File: src/design/process_memory_read_pkg.sv
// constants shared by the process memory read mover
package process_ram_read_pkg;
	// ----------------------------------------------------------------
	// register map
	// ----------------------------------------------------------------
	localparam logic [11:0] ADDR_LEN_OFFSET = 12'h308;
	localparam logic [11:0] CMD_OFFSET = 12'h30c;
	localparam logic [11:0] FIFO_OFFSET_LO = 12'h000;
	localparam logic [11:0] FIFO_OFFSET_HI = 12'h01c;
	localparam int LEN_MSB = 31;
	localparam int LEN_LSB = 16;
	localparam int ADDR_MSB = 15;
	localparam int ADDR_LSB = 0;
	localparam int BUSY_BIT = 31;
	localparam int CANCEL_BIT = 30;
	localparam int CNT_MSB = 12;
	localparam int CNT_LSB = 8;
	localparam int AVAIL_BIT = 0;
	localparam logic [15:0] FIELD_RESET = 16'h0000;
	// ----------------------------------------------------------------
	// fifo geometry
	// ----------------------------------------------------------------
	localparam int FIFO_DEPTH = 16;
	localparam int PTR_W = 4;
	localparam int CNT_W = 5;
	localparam logic [4:0] CNT_RESET = 5'h00;
	localparam logic [4:0] CNT_FULL = 5'h10;
	localparam logic [15:0] DWORD_BYTES = 16'h0004;
	localparam logic [3:0] ALL_LANES = 4'hf;
	typedef enum logic [1:0] {ENG_IDLE, ENG_REQ, ENG_WAIT} eng_state_t;
endpackage : process_ram_read_pkg
File: src/design/process_memory_read_fifo.sv
// dword fifo between the fetch engine and the host data port
`timescale 1ns/1ps
`default_nettype none
module process_ram_read_fifo (
	input wire logic clk,
	input wire logic sys_rst,
	input wire logic flush,
	input wire logic push,
	input wire logic [31:0] push_data,
	input wire logic pop,
	output logic [31:0] head_data,
	output logic [4:0] count
);
	logic [31:0] mem [process_ram_read_pkg::FIFO_DEPTH];
	logic [3:0] rd_ptr;
	logic [3:0] wr_ptr;
	logic [3:0] next_rd_ptr;
	logic [3:0] next_wr_ptr;
	logic [4:0] next_count;
	logic do_push;
	logic do_pop;

	always_comb begin
		do_push = push && (count != process_ram_read_pkg::CNT_FULL);
		do_pop = pop && (count != process_ram_read_pkg::CNT_RESET);
		next_rd_ptr = rd_ptr + 4'(do_pop);
		next_wr_ptr = wr_ptr + 4'(do_push);
		next_count = count + 5'(do_push) - 5'(do_pop);
		if (flush) begin
			next_rd_ptr = '0;
			next_wr_ptr = '0;
			next_count = process_ram_read_pkg::CNT_RESET;
		end
	end

	always_ff @(posedge clk) begin
		if (sys_rst) begin
			rd_ptr <= '0;
			wr_ptr <= '0;
			count <= process_ram_read_pkg::CNT_RESET;
		end else begin
			rd_ptr <= next_rd_ptr;
			wr_ptr <= next_wr_ptr;
			count <= next_count;
		end
	end

	always_ff @(posedge clk) begin
		if (do_push && !flush) begin
			mem[wr_ptr] <= push_data;
		end
	end

	assign head_data = mem[rd_ptr];
endmodule : process_ram_read_fifo
`default_nettype wire

File: src/design/process_memory_read_mover.sv
// process memory read mover: address/length, command/status and read fifo
`timescale 1ns/1ps
`default_nettype none
// Summary of operation
// - length field counts down as bytes fetched
// - address field counts up as bytes fetched
// - writing busy one starts fetch
// - busy self-clears when transfer completes
// - writing zero to busy or cancel: nothing
// - cancel stops, clears busy, flushes fifo
// - five-bit count of readable dwords
// - count drops only on complete dword read or cancel
// - bit zero shows fifo holds data
// - both address/length fields rw while idle, reset zero
// - 32-bit read-only fifo data port
module process_ram_read_mover (
	input wire logic clk,
	input wire logic sys_rst,
	input wire logic [11:0] reg_addr,
	input wire logic reg_wr,
	input wire logic reg_rd,
	input wire logic [3:0] reg_be,
	input wire logic [31:0] reg_wdata,
	output logic [31:0] reg_rdata,
	output logic mem_req,
	output logic [15:0] mem_addr,
	input wire logic mem_ack,
	input wire logic [31:0] mem_rdata
);
	// ----------------------------------------------------------------
	// register state
	// ----------------------------------------------------------------
	logic [15:0] read_byte_count;
	logic [15:0] read_start_byte_addr;
	logic read_in_progress;
	logic [15:0] next_read_byte_count;
	logic [15:0] next_read_start_byte_addr;
	logic next_read_in_progress;
	process_ram_read_pkg::eng_state_t state;
	process_ram_read_pkg::eng_state_t next_state;
	logic [31:0] next_reg_rdata;

	// ----------------------------------------------------------------
	// decoded host strokes
	// ----------------------------------------------------------------
	logic wr_len;
	logic wr_cmd;
	logic cmd_top_lane;
	logic read_cancel;
	logic read_start;
	logic [1:0] len_be;
	logic [1:0] addr_be;
	logic [15:0] wdata_len;
	logic [15:0] wdata_addr;

	// ----------------------------------------------------------------
	// fifo and fetch handshake
	// ----------------------------------------------------------------
	logic [3:0] lane_seen;
	logic [3:0] next_lane_seen;
	logic fifo_hit;
	logic pop;
	logic push;
	logic [4:0] fifo_dword_count;
	logic [31:0] fifo_head;
	logic fifo_has_data;
	logic fifo_room;
	logic [15:0] step;

	// ----------------------------------------------------------------
	// helpers
	// ----------------------------------------------------------------
	// smaller of two byte counts
	function automatic logic [15:0] min16(input logic [15:0] a, input logic [15:0] b);
		min16 = (a < b) ? a : b;
	endfunction : min16

	// half-word write lane by lane; unselected bytes keep their value
	function automatic logic [15:0] merge_half(input logic [15:0] old, input logic [1:0] be, input logic [15:0] data);
		merge_half = old;
		if (be[1]) begin
			merge_half[15:8] = data[15:8];
		end
		if (be[0]) begin
			merge_half[7:0] = data[7:0];
		end
	endfunction : merge_half

	// ----------------------------------------------------------------
	// host stroke decode
	// ----------------------------------------------------------------
	always_comb begin
		wr_len = reg_wr && (reg_addr == process_ram_read_pkg::ADDR_LEN_OFFSET);
		wr_cmd = reg_wr && (reg_addr == process_ram_read_pkg::CMD_OFFSET);
		// both command bits share the top byte lane
		cmd_top_lane = wr_cmd && reg_be[process_ram_read_pkg::BUSY_BIT / 8];
		len_be = reg_be[process_ram_read_pkg::LEN_MSB / 8 -: 2];
		addr_be = reg_be[process_ram_read_pkg::ADDR_MSB / 8 -: 2];
		wdata_len = reg_wdata[process_ram_read_pkg::LEN_MSB:process_ram_read_pkg::LEN_LSB];
		wdata_addr = reg_wdata[process_ram_read_pkg::ADDR_MSB:process_ram_read_pkg::ADDR_LSB];
		// a zero in either command bit is no stroke at all
		read_cancel = cmd_top_lane && reg_wdata[process_ram_read_pkg::CANCEL_BIT];
		read_start = cmd_top_lane && reg_wdata[process_ram_read_pkg::BUSY_BIT] && !read_cancel;
	end

	// ----------------------------------------------------------------
	// fetch handshake
	// ----------------------------------------------------------------
	always_comb begin
		// the data window starts at offset zero, so only its top bound is tested
		fifo_hit = (reg_addr <= process_ram_read_pkg::FIFO_OFFSET_HI);
		fifo_has_data = (fifo_dword_count != process_ram_read_pkg::CNT_RESET);
		fifo_room = (fifo_dword_count < process_ram_read_pkg::CNT_FULL);
		// bytes of the current dword before the next word boundary, capped by the bytes left
		step = min16(process_ram_read_pkg::DWORD_BYTES - {14'h0000, read_start_byte_addr[1:0]}, read_byte_count);
		push = (state == process_ram_read_pkg::ENG_WAIT) && mem_ack;
		// ask only while bytes remain and the fifo has room, so memory never
		// answers a request that the engine would have to throw away
		mem_req = (state == process_ram_read_pkg::ENG_REQ) && fifo_room
			&& (read_byte_count != process_ram_read_pkg::FIELD_RESET);
		mem_addr = {read_start_byte_addr[15:2], 2'b00};
	end

	// ----------------------------------------------------------------
	// host data port
	// ----------------------------------------------------------------
	// a dword leaves the fifo once all four lanes were read, in any order
	always_comb begin
		next_lane_seen = lane_seen;
		pop = 1'b0;
		if (reg_rd && fifo_hit) begin
			next_lane_seen = lane_seen | reg_be;
			if (next_lane_seen == process_ram_read_pkg::ALL_LANES) begin
				pop = 1'b1;
				next_lane_seen = '0;
			end
		end
		// cancel also forgets a half-read word
		if (read_cancel) begin
			next_lane_seen = '0;
		end
	end

	// ----------------------------------------------------------------
	// fetch engine
	// ----------------------------------------------------------------
	always_comb begin
		next_state = state;
		next_read_byte_count = read_byte_count;
		next_read_start_byte_addr = read_start_byte_addr;
		next_read_in_progress = read_in_progress;
		// host writes leave the fields alone while a fetch runs; only the engine moves them
		if (wr_len && !read_in_progress) begin
			next_read_byte_count = merge_half(read_byte_count, len_be, wdata_len);
			next_read_start_byte_addr = merge_half(read_start_byte_addr, addr_be, wdata_addr);
		end
		case (state)
			process_ram_read_pkg::ENG_IDLE: begin
				if (read_start) begin
					next_read_in_progress = 1'b1;
					next_state = process_ram_read_pkg::ENG_REQ;
				end
			end
			process_ram_read_pkg::ENG_REQ: begin
				if (read_byte_count == process_ram_read_pkg::FIELD_RESET) begin
					next_read_in_progress = 1'b0;
					next_state = process_ram_read_pkg::ENG_IDLE;
				end else if (fifo_room) begin
					// a full fifo parks the engine here until the host reads
					next_state = process_ram_read_pkg::ENG_WAIT;
				end
			end
			process_ram_read_pkg::ENG_WAIT: begin
				if (mem_ack) begin
					next_read_byte_count = read_byte_count - step;
					next_read_start_byte_addr = read_start_byte_addr + step;
					next_state = process_ram_read_pkg::ENG_REQ;
				end
			end
			default: next_state = process_ram_read_pkg::ENG_IDLE;
		endcase
		// cancel wins over a start written in the same stroke
		if (read_cancel) begin
			next_read_in_progress = 1'b0;
			next_state = process_ram_read_pkg::ENG_IDLE;
		end
	end

	// ----------------------------------------------------------------
	// read mux
	// ----------------------------------------------------------------
	always_comb begin
		next_reg_rdata = '0;
		if (reg_addr == process_ram_read_pkg::ADDR_LEN_OFFSET) begin
			next_reg_rdata = {read_byte_count, read_start_byte_addr};
		end else if (reg_addr == process_ram_read_pkg::CMD_OFFSET) begin
			// cancel self-clears at once, so its bit always reads zero
			next_reg_rdata[process_ram_read_pkg::BUSY_BIT] = read_in_progress;
			next_reg_rdata[process_ram_read_pkg::CNT_MSB:process_ram_read_pkg::CNT_LSB] = fifo_dword_count;
			next_reg_rdata[process_ram_read_pkg::AVAIL_BIT] = fifo_has_data;
		end else if (fifo_hit) begin
			next_reg_rdata = fifo_head;
		end
	end

	// ----------------------------------------------------------------
	// registers
	// ----------------------------------------------------------------
	always_ff @(posedge clk) begin
		if (sys_rst) begin
			state <= process_ram_read_pkg::ENG_IDLE;
			read_byte_count <= process_ram_read_pkg::FIELD_RESET;
			read_start_byte_addr <= process_ram_read_pkg::FIELD_RESET;
			read_in_progress <= 1'b0;
			lane_seen <= '0;
			reg_rdata <= '0;
		end else begin
			state <= next_state;
			read_byte_count <= next_read_byte_count;
			read_start_byte_addr <= next_read_start_byte_addr;
			read_in_progress <= next_read_in_progress;
			lane_seen <= next_lane_seen;
			reg_rdata <= next_reg_rdata;
		end
	end

	// ----------------------------------------------------------------
	// read fifo; cancel flushes it along with its status
	// ----------------------------------------------------------------
	process_ram_read_fifo i_process_ram_read_fifo (
		.clk(clk),
		.sys_rst(sys_rst),
		.flush(read_cancel),
		.push(push),
		.push_data(mem_rdata),
		.pop(pop),
		.head_data(fifo_head),
		.count(fifo_dword_count)
	);
endmodule : process_ram_read_mover
`default_nettype wire

File: config.mk
export PLATFORM = sky130hd
export DESIGN_NAME = process_ram_read_mover
export DESIGN_NICKNAME = d
export VERILOG_FILES = /design/src/design/process_memory_read_pkg.sv /design/src/design/process_memory_read_fifo.sv /design/src/design/process_memory_read_mover.sv
export SDC_FILE = /design/constraint.sdc
export NUM_CORES = 1
export LEC_CHECK = 0
export ABC_CLOCK_PERIOD_IN_PS = 9020
export BUFFER_PORTS_ARGS = -buffer_cell sky130_fd_sc_hd__buf_4
export CAP_MARGIN = 15
export CORE_ASPECT_RATIO = 2
export CORE_UTILIZATION = 55
export DETAILED_ROUTE_END_ITERATION = 10
export PLACE_DENSITY_LB_ADDON = 0.3
export SLEW_MARGIN = 20
export SYNTH_ARGS = -nofsm -noshare
export SYNTH_HDL_FRONTEND = slang
export SYNTH_HIERARCHICAL = 1
export SYNTH_SLANG_ARGS = --single-unit
File: constraint.sdc
create_clock -name clk -period 9.02 [get_ports clk]
set_input_delay 0.451 -clock clk [delete_from_list [all_inputs] [get_ports clk]]
set_output_delay 0.451 -clock clk [all_outputs]
set_load 0.05 [all_outputs]
After elaboration in Yosys (flattened, before gate mapping) --
Memories as Yosys holds them, arrays and structs flattened. A register that Yosys moved wholly into a read port is not among the register bits. Index checks and enable logic that the tools add are counted.
Word-level totals: memories 1, RAM bits 512, output and inout bits 49, input port bits 85, flip-flop bits (word level) 84
Memories:
- i_process_ram_read_fifo.mem | depth 16, width 32, rd ports 1, clocked after memory_dff 1, write ports 1, line process_memory_read_fifo.sv:14 | logic [31:0] mem [process_ram_read_pkg::FIFO_DEPTH];
Cells by class: magnitude comparators 3, add/subtract/negate cells 7, equality and inequality tests 10, reduce and logical (&&, ||, !) cells 24, bitwise logic cells 1, mux-type cells 32
Operators with widths (count):
- 2-to-1 mux 16 bit | 7
- 2-to-1 mux 32 bit | 2
- 2-to-1 mux 8 bit | 4
- == test 12 x 10 -> 1 bit, second input constant | 2
- 2-to-1 mux 18 bit | 1
- adder 16 bit | 1
- logical NOT 16 bit | 1
- < comparator 16 bit | 1
- nonzero test 16 bit | 1
- subtractor 16 bit | 1
- logical AND 1 bit | 14
- <= comparator 12 x 5 -> 1 bit, second input constant | 1
- adder 4 x 1 -> 4 bit | 2
- 2-to-1 mux 1 bit | 8
- 2-to-1 mux 2 bit | 4
- 2-to-1 mux 4 bit | 2
- 2-to-1 mux 7 bit | 1
- one-hot mux 2 bit (3 select lines) | 1
- AND reduction 3 bit | 2
- adder 5 x 1 -> 5 bit | 1
- < comparator 5 bit, second input constant | 1
- 2-to-1 mux 5 bit | 1
- != test 5 bit, second input constant | 1
- nonzero test 5 bit | 1
- other kinds (14) | 16

Logic depth before layout (Yosys ltp) --
word-level depth 8, gate-level depth with buffers 16, gate-level depth less buffers 16

By module --
Netlist, hierarchy kept.
Modules (own cells, without submodules):
- process_ram_read_fifo | cells an instance 876, seq. area each 15635.0 um^2, times used 1, area each 19871.6 um^2
- process_ram_read_mover | cells an instance 496, seq. area each 1421.4 um^2, times used 1, area each 4180.3 um^2

Worst setup path after synthesis --
OpenSTA, ideal clock, no wires.
path kind input port to flip-flop, from input mem_ack, to memory i_process_ram_read_fifo.mem[6][0] (enable), arrival time 4704 ps, library setup time 501 ps, data required time 8519 ps, cell stages on the path 7, path slack 3815 ps, cell sequence nand3b_1 -> inv_1 -> clkbuf_1 -> clkbuf_1 -> o211ai_1 -> buf_2 -> nor4_1
On the way: word-level cells in the longest chain between the ends 5
Ends and longest elaborated chain:
- from (decl) | line process_memory_read_mover.sv:27 | input wire logic mem_ack,
- logical AND 1 bit | line process_memory_read_mover.sv:116 | push = (state == process_ram_read_pkg::ENG_WAIT) && mem_ack;
- via push | line process_memory_read_mover.sv:63 | logic push;
- logical AND 1 bit | line process_memory_read_fifo.sv:24 | do_push = push && (count != process_ram_read_pkg::CNT_FULL);
- logical AND 1 bit | line process_memory_read_fifo.sv:49 | if (do_push && !flush) begin
- 2-to-1 mux 1 bit | line process_memory_read_fifo.sv:49
- 2-to-1 mux 1 bit (not written as such) | line process_memory_read_fifo.sv:50 | mem[wr_ptr] <= push_data;
- to (decl) | line process_memory_read_fifo.sv:14
The timed path passes the listed nets, and every way through them passes these cells.

Worst setup path after layout --
from register read_byte_count[5], to register read_start_byte_addr[12]
On the way: word-level cells in the longest chain between the ends 5
Ends and longest elaborated chain:
- from (decl) | line process_memory_read_mover.sv:33 | logic [15:0] read_byte_count;
- from (signal assigned) | line process_memory_read_mover.sv:212 | read_byte_count <= process_ram_read_pkg::FIELD_RESET;
- from (signal assigned) | line process_memory_read_mover.sv:219 | read_byte_count <= next_read_byte_count;
- < comparator 16 bit | line process_memory_read_mover.sv:75 | min16 = (a < b) ? a : b;
- 2-to-1 mux 16 bit (*) | line process_memory_read_mover.sv:75
- adder 16 bit (*) | line process_memory_read_mover.sv:176 | next_read_start_byte_addr = read_start_byte_addr + step;
- 2-to-1 mux 16 bit (*) | line process_memory_read_mover.sv:174 | if (mem_ack) begin
- 2-to-1 mux 16 bit (*) | line process_memory_read_mover.sv:157 | case (state)
- to (signal assigned) | line process_memory_read_mover.sv:213 | read_start_byte_addr <= process_ram_read_pkg::FIELD_RESET;
- to (signal assigned) | line process_memory_read_mover.sv:220 | read_start_byte_addr <= next_read_start_byte_addr;
- to (decl) | line process_memory_read_mover.sv:34 | logic [15:0] read_start_byte_addr;
Every way passes the cells marked *; elsewhere a longest branch is shown, timed or not. A chain may end at the register's enable or synchronous reset.

==> run summary <==
=================================================================================
Sequential fraction of the synthesis area                                   70.9%
Period utilisation layout                                                   50.0%
FMAX                                                                      222 MHz
Routed length per placed instance                                         26.3 um
Leakage dissipation                                                       8.95 nW
Power per unit of standard cell area                                  187 nW/um^2
Number of standard cells after synthesis                                    1,372
CP Class                                                               reg -> reg
Met1 routing resource usage after global routing                            30.1%
Clock transition at the registers of the reported paths                   0.07 ns
Sinks on the clock net                                                        596
Detailed-route via count                                                   13,351
Fin. max-slew vios                                                              0
Data arrival time at the worst-slack endpoint                             4.94 ns
Detailed-route DRC error count                                                  0
Drt first-iter violations                                                   1,224
Overall die width                                                          150 um
Worst Setup Start Kind                                                       flop
Post-layout nets                                                            1,639
Clk_skew                                                                0.0215 ns
Overflow after GRT                                                              0
First-pass iteration count of the detailed router                               5
Hold Fails Final Rpt                                                            0
Antenna Cells                                                                   0
Die Outline Area                                                     44,600 sq um
Clock network latency to the later pin of the worst-skew pair             0.58 ns
Placed wire-length estimate after detailed placement                    33,200 um
Min Clock Period, post-route                                              4.51 ns
Top post-synthesis cells by count                                    edfxtp_1, mux4_2, a22oi_1, dfxtp_1, nor2_1
Yosys synthesis warning count                                                   6
Most common cell in the netlist                                          edfxtp_1
Max Cap Viol                                                                    0
FP Rows                                                                       108
Total negative slack                                                         0 ns
Synth Cell Area                                                      24,100 sq um
Number of clock buffers inserted by TritonCTS                                  47
Setup-violating endpoint count in the final report                              0
Hold bufs inserted after CTS                                                    0
Fraction of final layout cells sized beyond drive strength 1                26.1%
Final weighted congestion in routability-driven placement                   0.899
Via count of the first global-routing pass                                 13,913
Area inside the core boundary                                        43,200 sq um
Share of async-settable or async-resettable flops after synthesis              0%
Status                                                               complete, no violations
Largest net degree at the start of global routing                              76
Required time of the critical path                                        9.45 ns
Register area                                                        17,100 sq um
Global routing met2 resource utilization                                    45.3%
Synth area leaders                                                   edfxtp_1, mux4_2, dfxtp_1
Unique cell type count in the Yosys netlist                                    64
Post-CTS sizing                                                                 0
Multi-input combinational cell area                                    6690 sq um
Master cell of the clock root buffer                                    clkbuf_16
Buffers inserted during post-CTS setup optimization                             0
Portion of synthesized cell area occupied by the leading cell type          63.9%
Worst hold slack across all endpoints                                    0.165 ns
Transition time at the pin with the least slew margin                     1.14 ns
Number of antenna violations at the first check in global routing               1
Relative area change from synthesis to final layout                         13.4%
Kind of end point of the critical path                                       flop
Maximum fanout along the worst path                                             5
Post-DRT Antenna Nets                                                           0
VDD IR-drop max                                                            131 uV
Main flop type after synthesis                                           edfxtp_1
Number of input and output port buffers inserted                              131
Boundary Pins                                                                 134
Aggregate routed wire length                                            55,400 um
Number of synthesized flops with an enable pin                                512
Height of the chip                                                         298 um
Rel. slew slack                                                             24.0%
Number of H-tree levels                                                         2
Number of flip-flops and latches in the synthesized netlist                   596
Fill cells                                                                  2,999
Biggest area consumer among synthesized cells                            edfxtp_1
Class of the tightest hold or removal check                             in -> reg
Wire length of the first global-routing pass                            82,600 um
TritonCTS clock tree                                                        built
Busiest grt layer                                                            met2
Via density                                                                  6.34
Setup repair after global routing missed its margin                            no
Max Buffers Root-to-Sink                                                        3
Starting utilization of the core area                                       55.6%
Avg Synthesized Cell Area                                              17.5 sq um
Total GRT Usage                                                             25.4%
Met3 track demand over resource in global routing                           3.22%
=================================================================================
power by group:
group	total (mW)	switching, mW	internal (mW)
clock network	2.02	0.939	1.08
registers	2.98	0.0000950	2.98
logic	0.0900	0.0574	0.0326
sequential cells by signal (all words and copies together), names as in the netlist:
name / flops
lane_seen: 4
read_start_byte_addr: 16
read_in_progress: 1
i_process_ram_read_fifo/rd_ptr: 4
reg_rdata: 32
i_process_ram_read_fifo/count: 5
i_process_ram_read_fifo/wr_ptr: 4
read_byte_count: 16
state: 2
i_process_ram_read_fifo/mem: 512
cell families (layout without fill, tap and decap cells):
group | after synthesis | count (layout) | share of synthesized area, %
AOI/OAI and AO/OA | 214 | 214 | 6.21
xor gates and xnor gates | 21 | 21 | 0.765
adders and majority gates | 34 | 34 | 1.86
buffers and inverters | 103 | 274 | 2.05
DFF | 596 | 596 | 70.9
muxes | 152 | 152 | 13.0
other | 1 | 14 | 0.0156
and+or+nand+nor | 251 | 251 | 5.17
layout by cell type, fill, tap and decap left out, drive strengths merged, types with 8 or more instances in the layout:
cell type,n
a211oi,19
a21o,12
a21oi,35
a22oi,95
a31oi,12
and2,10
buf,173
clkbuf,56
clkinv,23
conb,14
dfxtp,84
edfxtp,512
ha,31
inv,17
mux2i,20
mux4,128
nand2,67
nand2b,9
nand3,19
nor2,72
nor3,18
nor4,10
o211ai,8
o21ai,11
xnor2,13
xor2,8
path summary, 6_finish.rpt:
check                                                    from                                       endpoint  slack, ns  cells after the start
worst max register to register  read_byte_count[5]$_SDFF_PP0_            read_start_byte_addr[12]$_SDFF_PP0_       4.51                     13
worst max-delay path            read_byte_count[5]$_SDFF_PP0_            read_start_byte_addr[12]$_SDFF_PP0_       4.51                     13
worst min-delay path                            mem_rdata[21]  i_process_ram_read_fifo/mem[11][21]$_DFFE_PP_       0.17                      1
worst min register to register      lane_seen[2]$_SDFFE_PP0P_                      lane_seen[2]$_SDFFE_PP0P_       0.48                      2
stage by stage:
| step | utilization [%] | std cells | setup WS, ns | total power, mW | instance area, sq um |
|---|---|---|---|---|---|
| after global routing | 63.1 | 2106 | 4.31 | 5.22 | 27300 |
| final | 63.1 | 2106 | 4.51 | 5.09 | 27300 |
| after detailed placement | 59.7 | 2021 | 4.53 | 3.13 | 25800 |
| after CTS | 63.1 | 2106 | 4.53 | 5.12 | 27300 |
| after floorplan | - | 1385 | 3.81 | 3.07 | 24100 |
| after global placement | 59.7 | 2021 | 4.67 | 3.13 | 25800 |
routing by layer:
metal  wire [um]  vias up  part of all wire, %
li1            -     5798                    -
met1       19900     6877                   36
met2       29900      533                   54
met3        3160      141                  5.7
met4        2490        2                  4.5
met5          13        -                0.023
final cells by class:
cell class              count  share of cell area (%)
clock buffers              56                    4.44
clock inverters            29                   0.950
inverters                  16                   0.220
multi-input cells         686                    24.5
flip-flops and latches    596                    62.6
well taps                 550                    2.52
repair buffers            173                    4.76
worst max-delay path, cell delays in order, from the launching register on:
cell	delay, ns
dfxtp_1	0.36
or4_4	0.57
or4b_4	0.52
or3_4	0.40
nor2_2	0.30
mux2i_1	0.33
ha_1	0.27
fa_1	0.24
a21oi_1	0.11
o2bb2ai_1	0.46
nand3_1	0.13
o21ai_0	0.37
mux2i_1	0.24
o32ai_1	0.08
No activity file was read; power rests on OpenSTA's default activity.
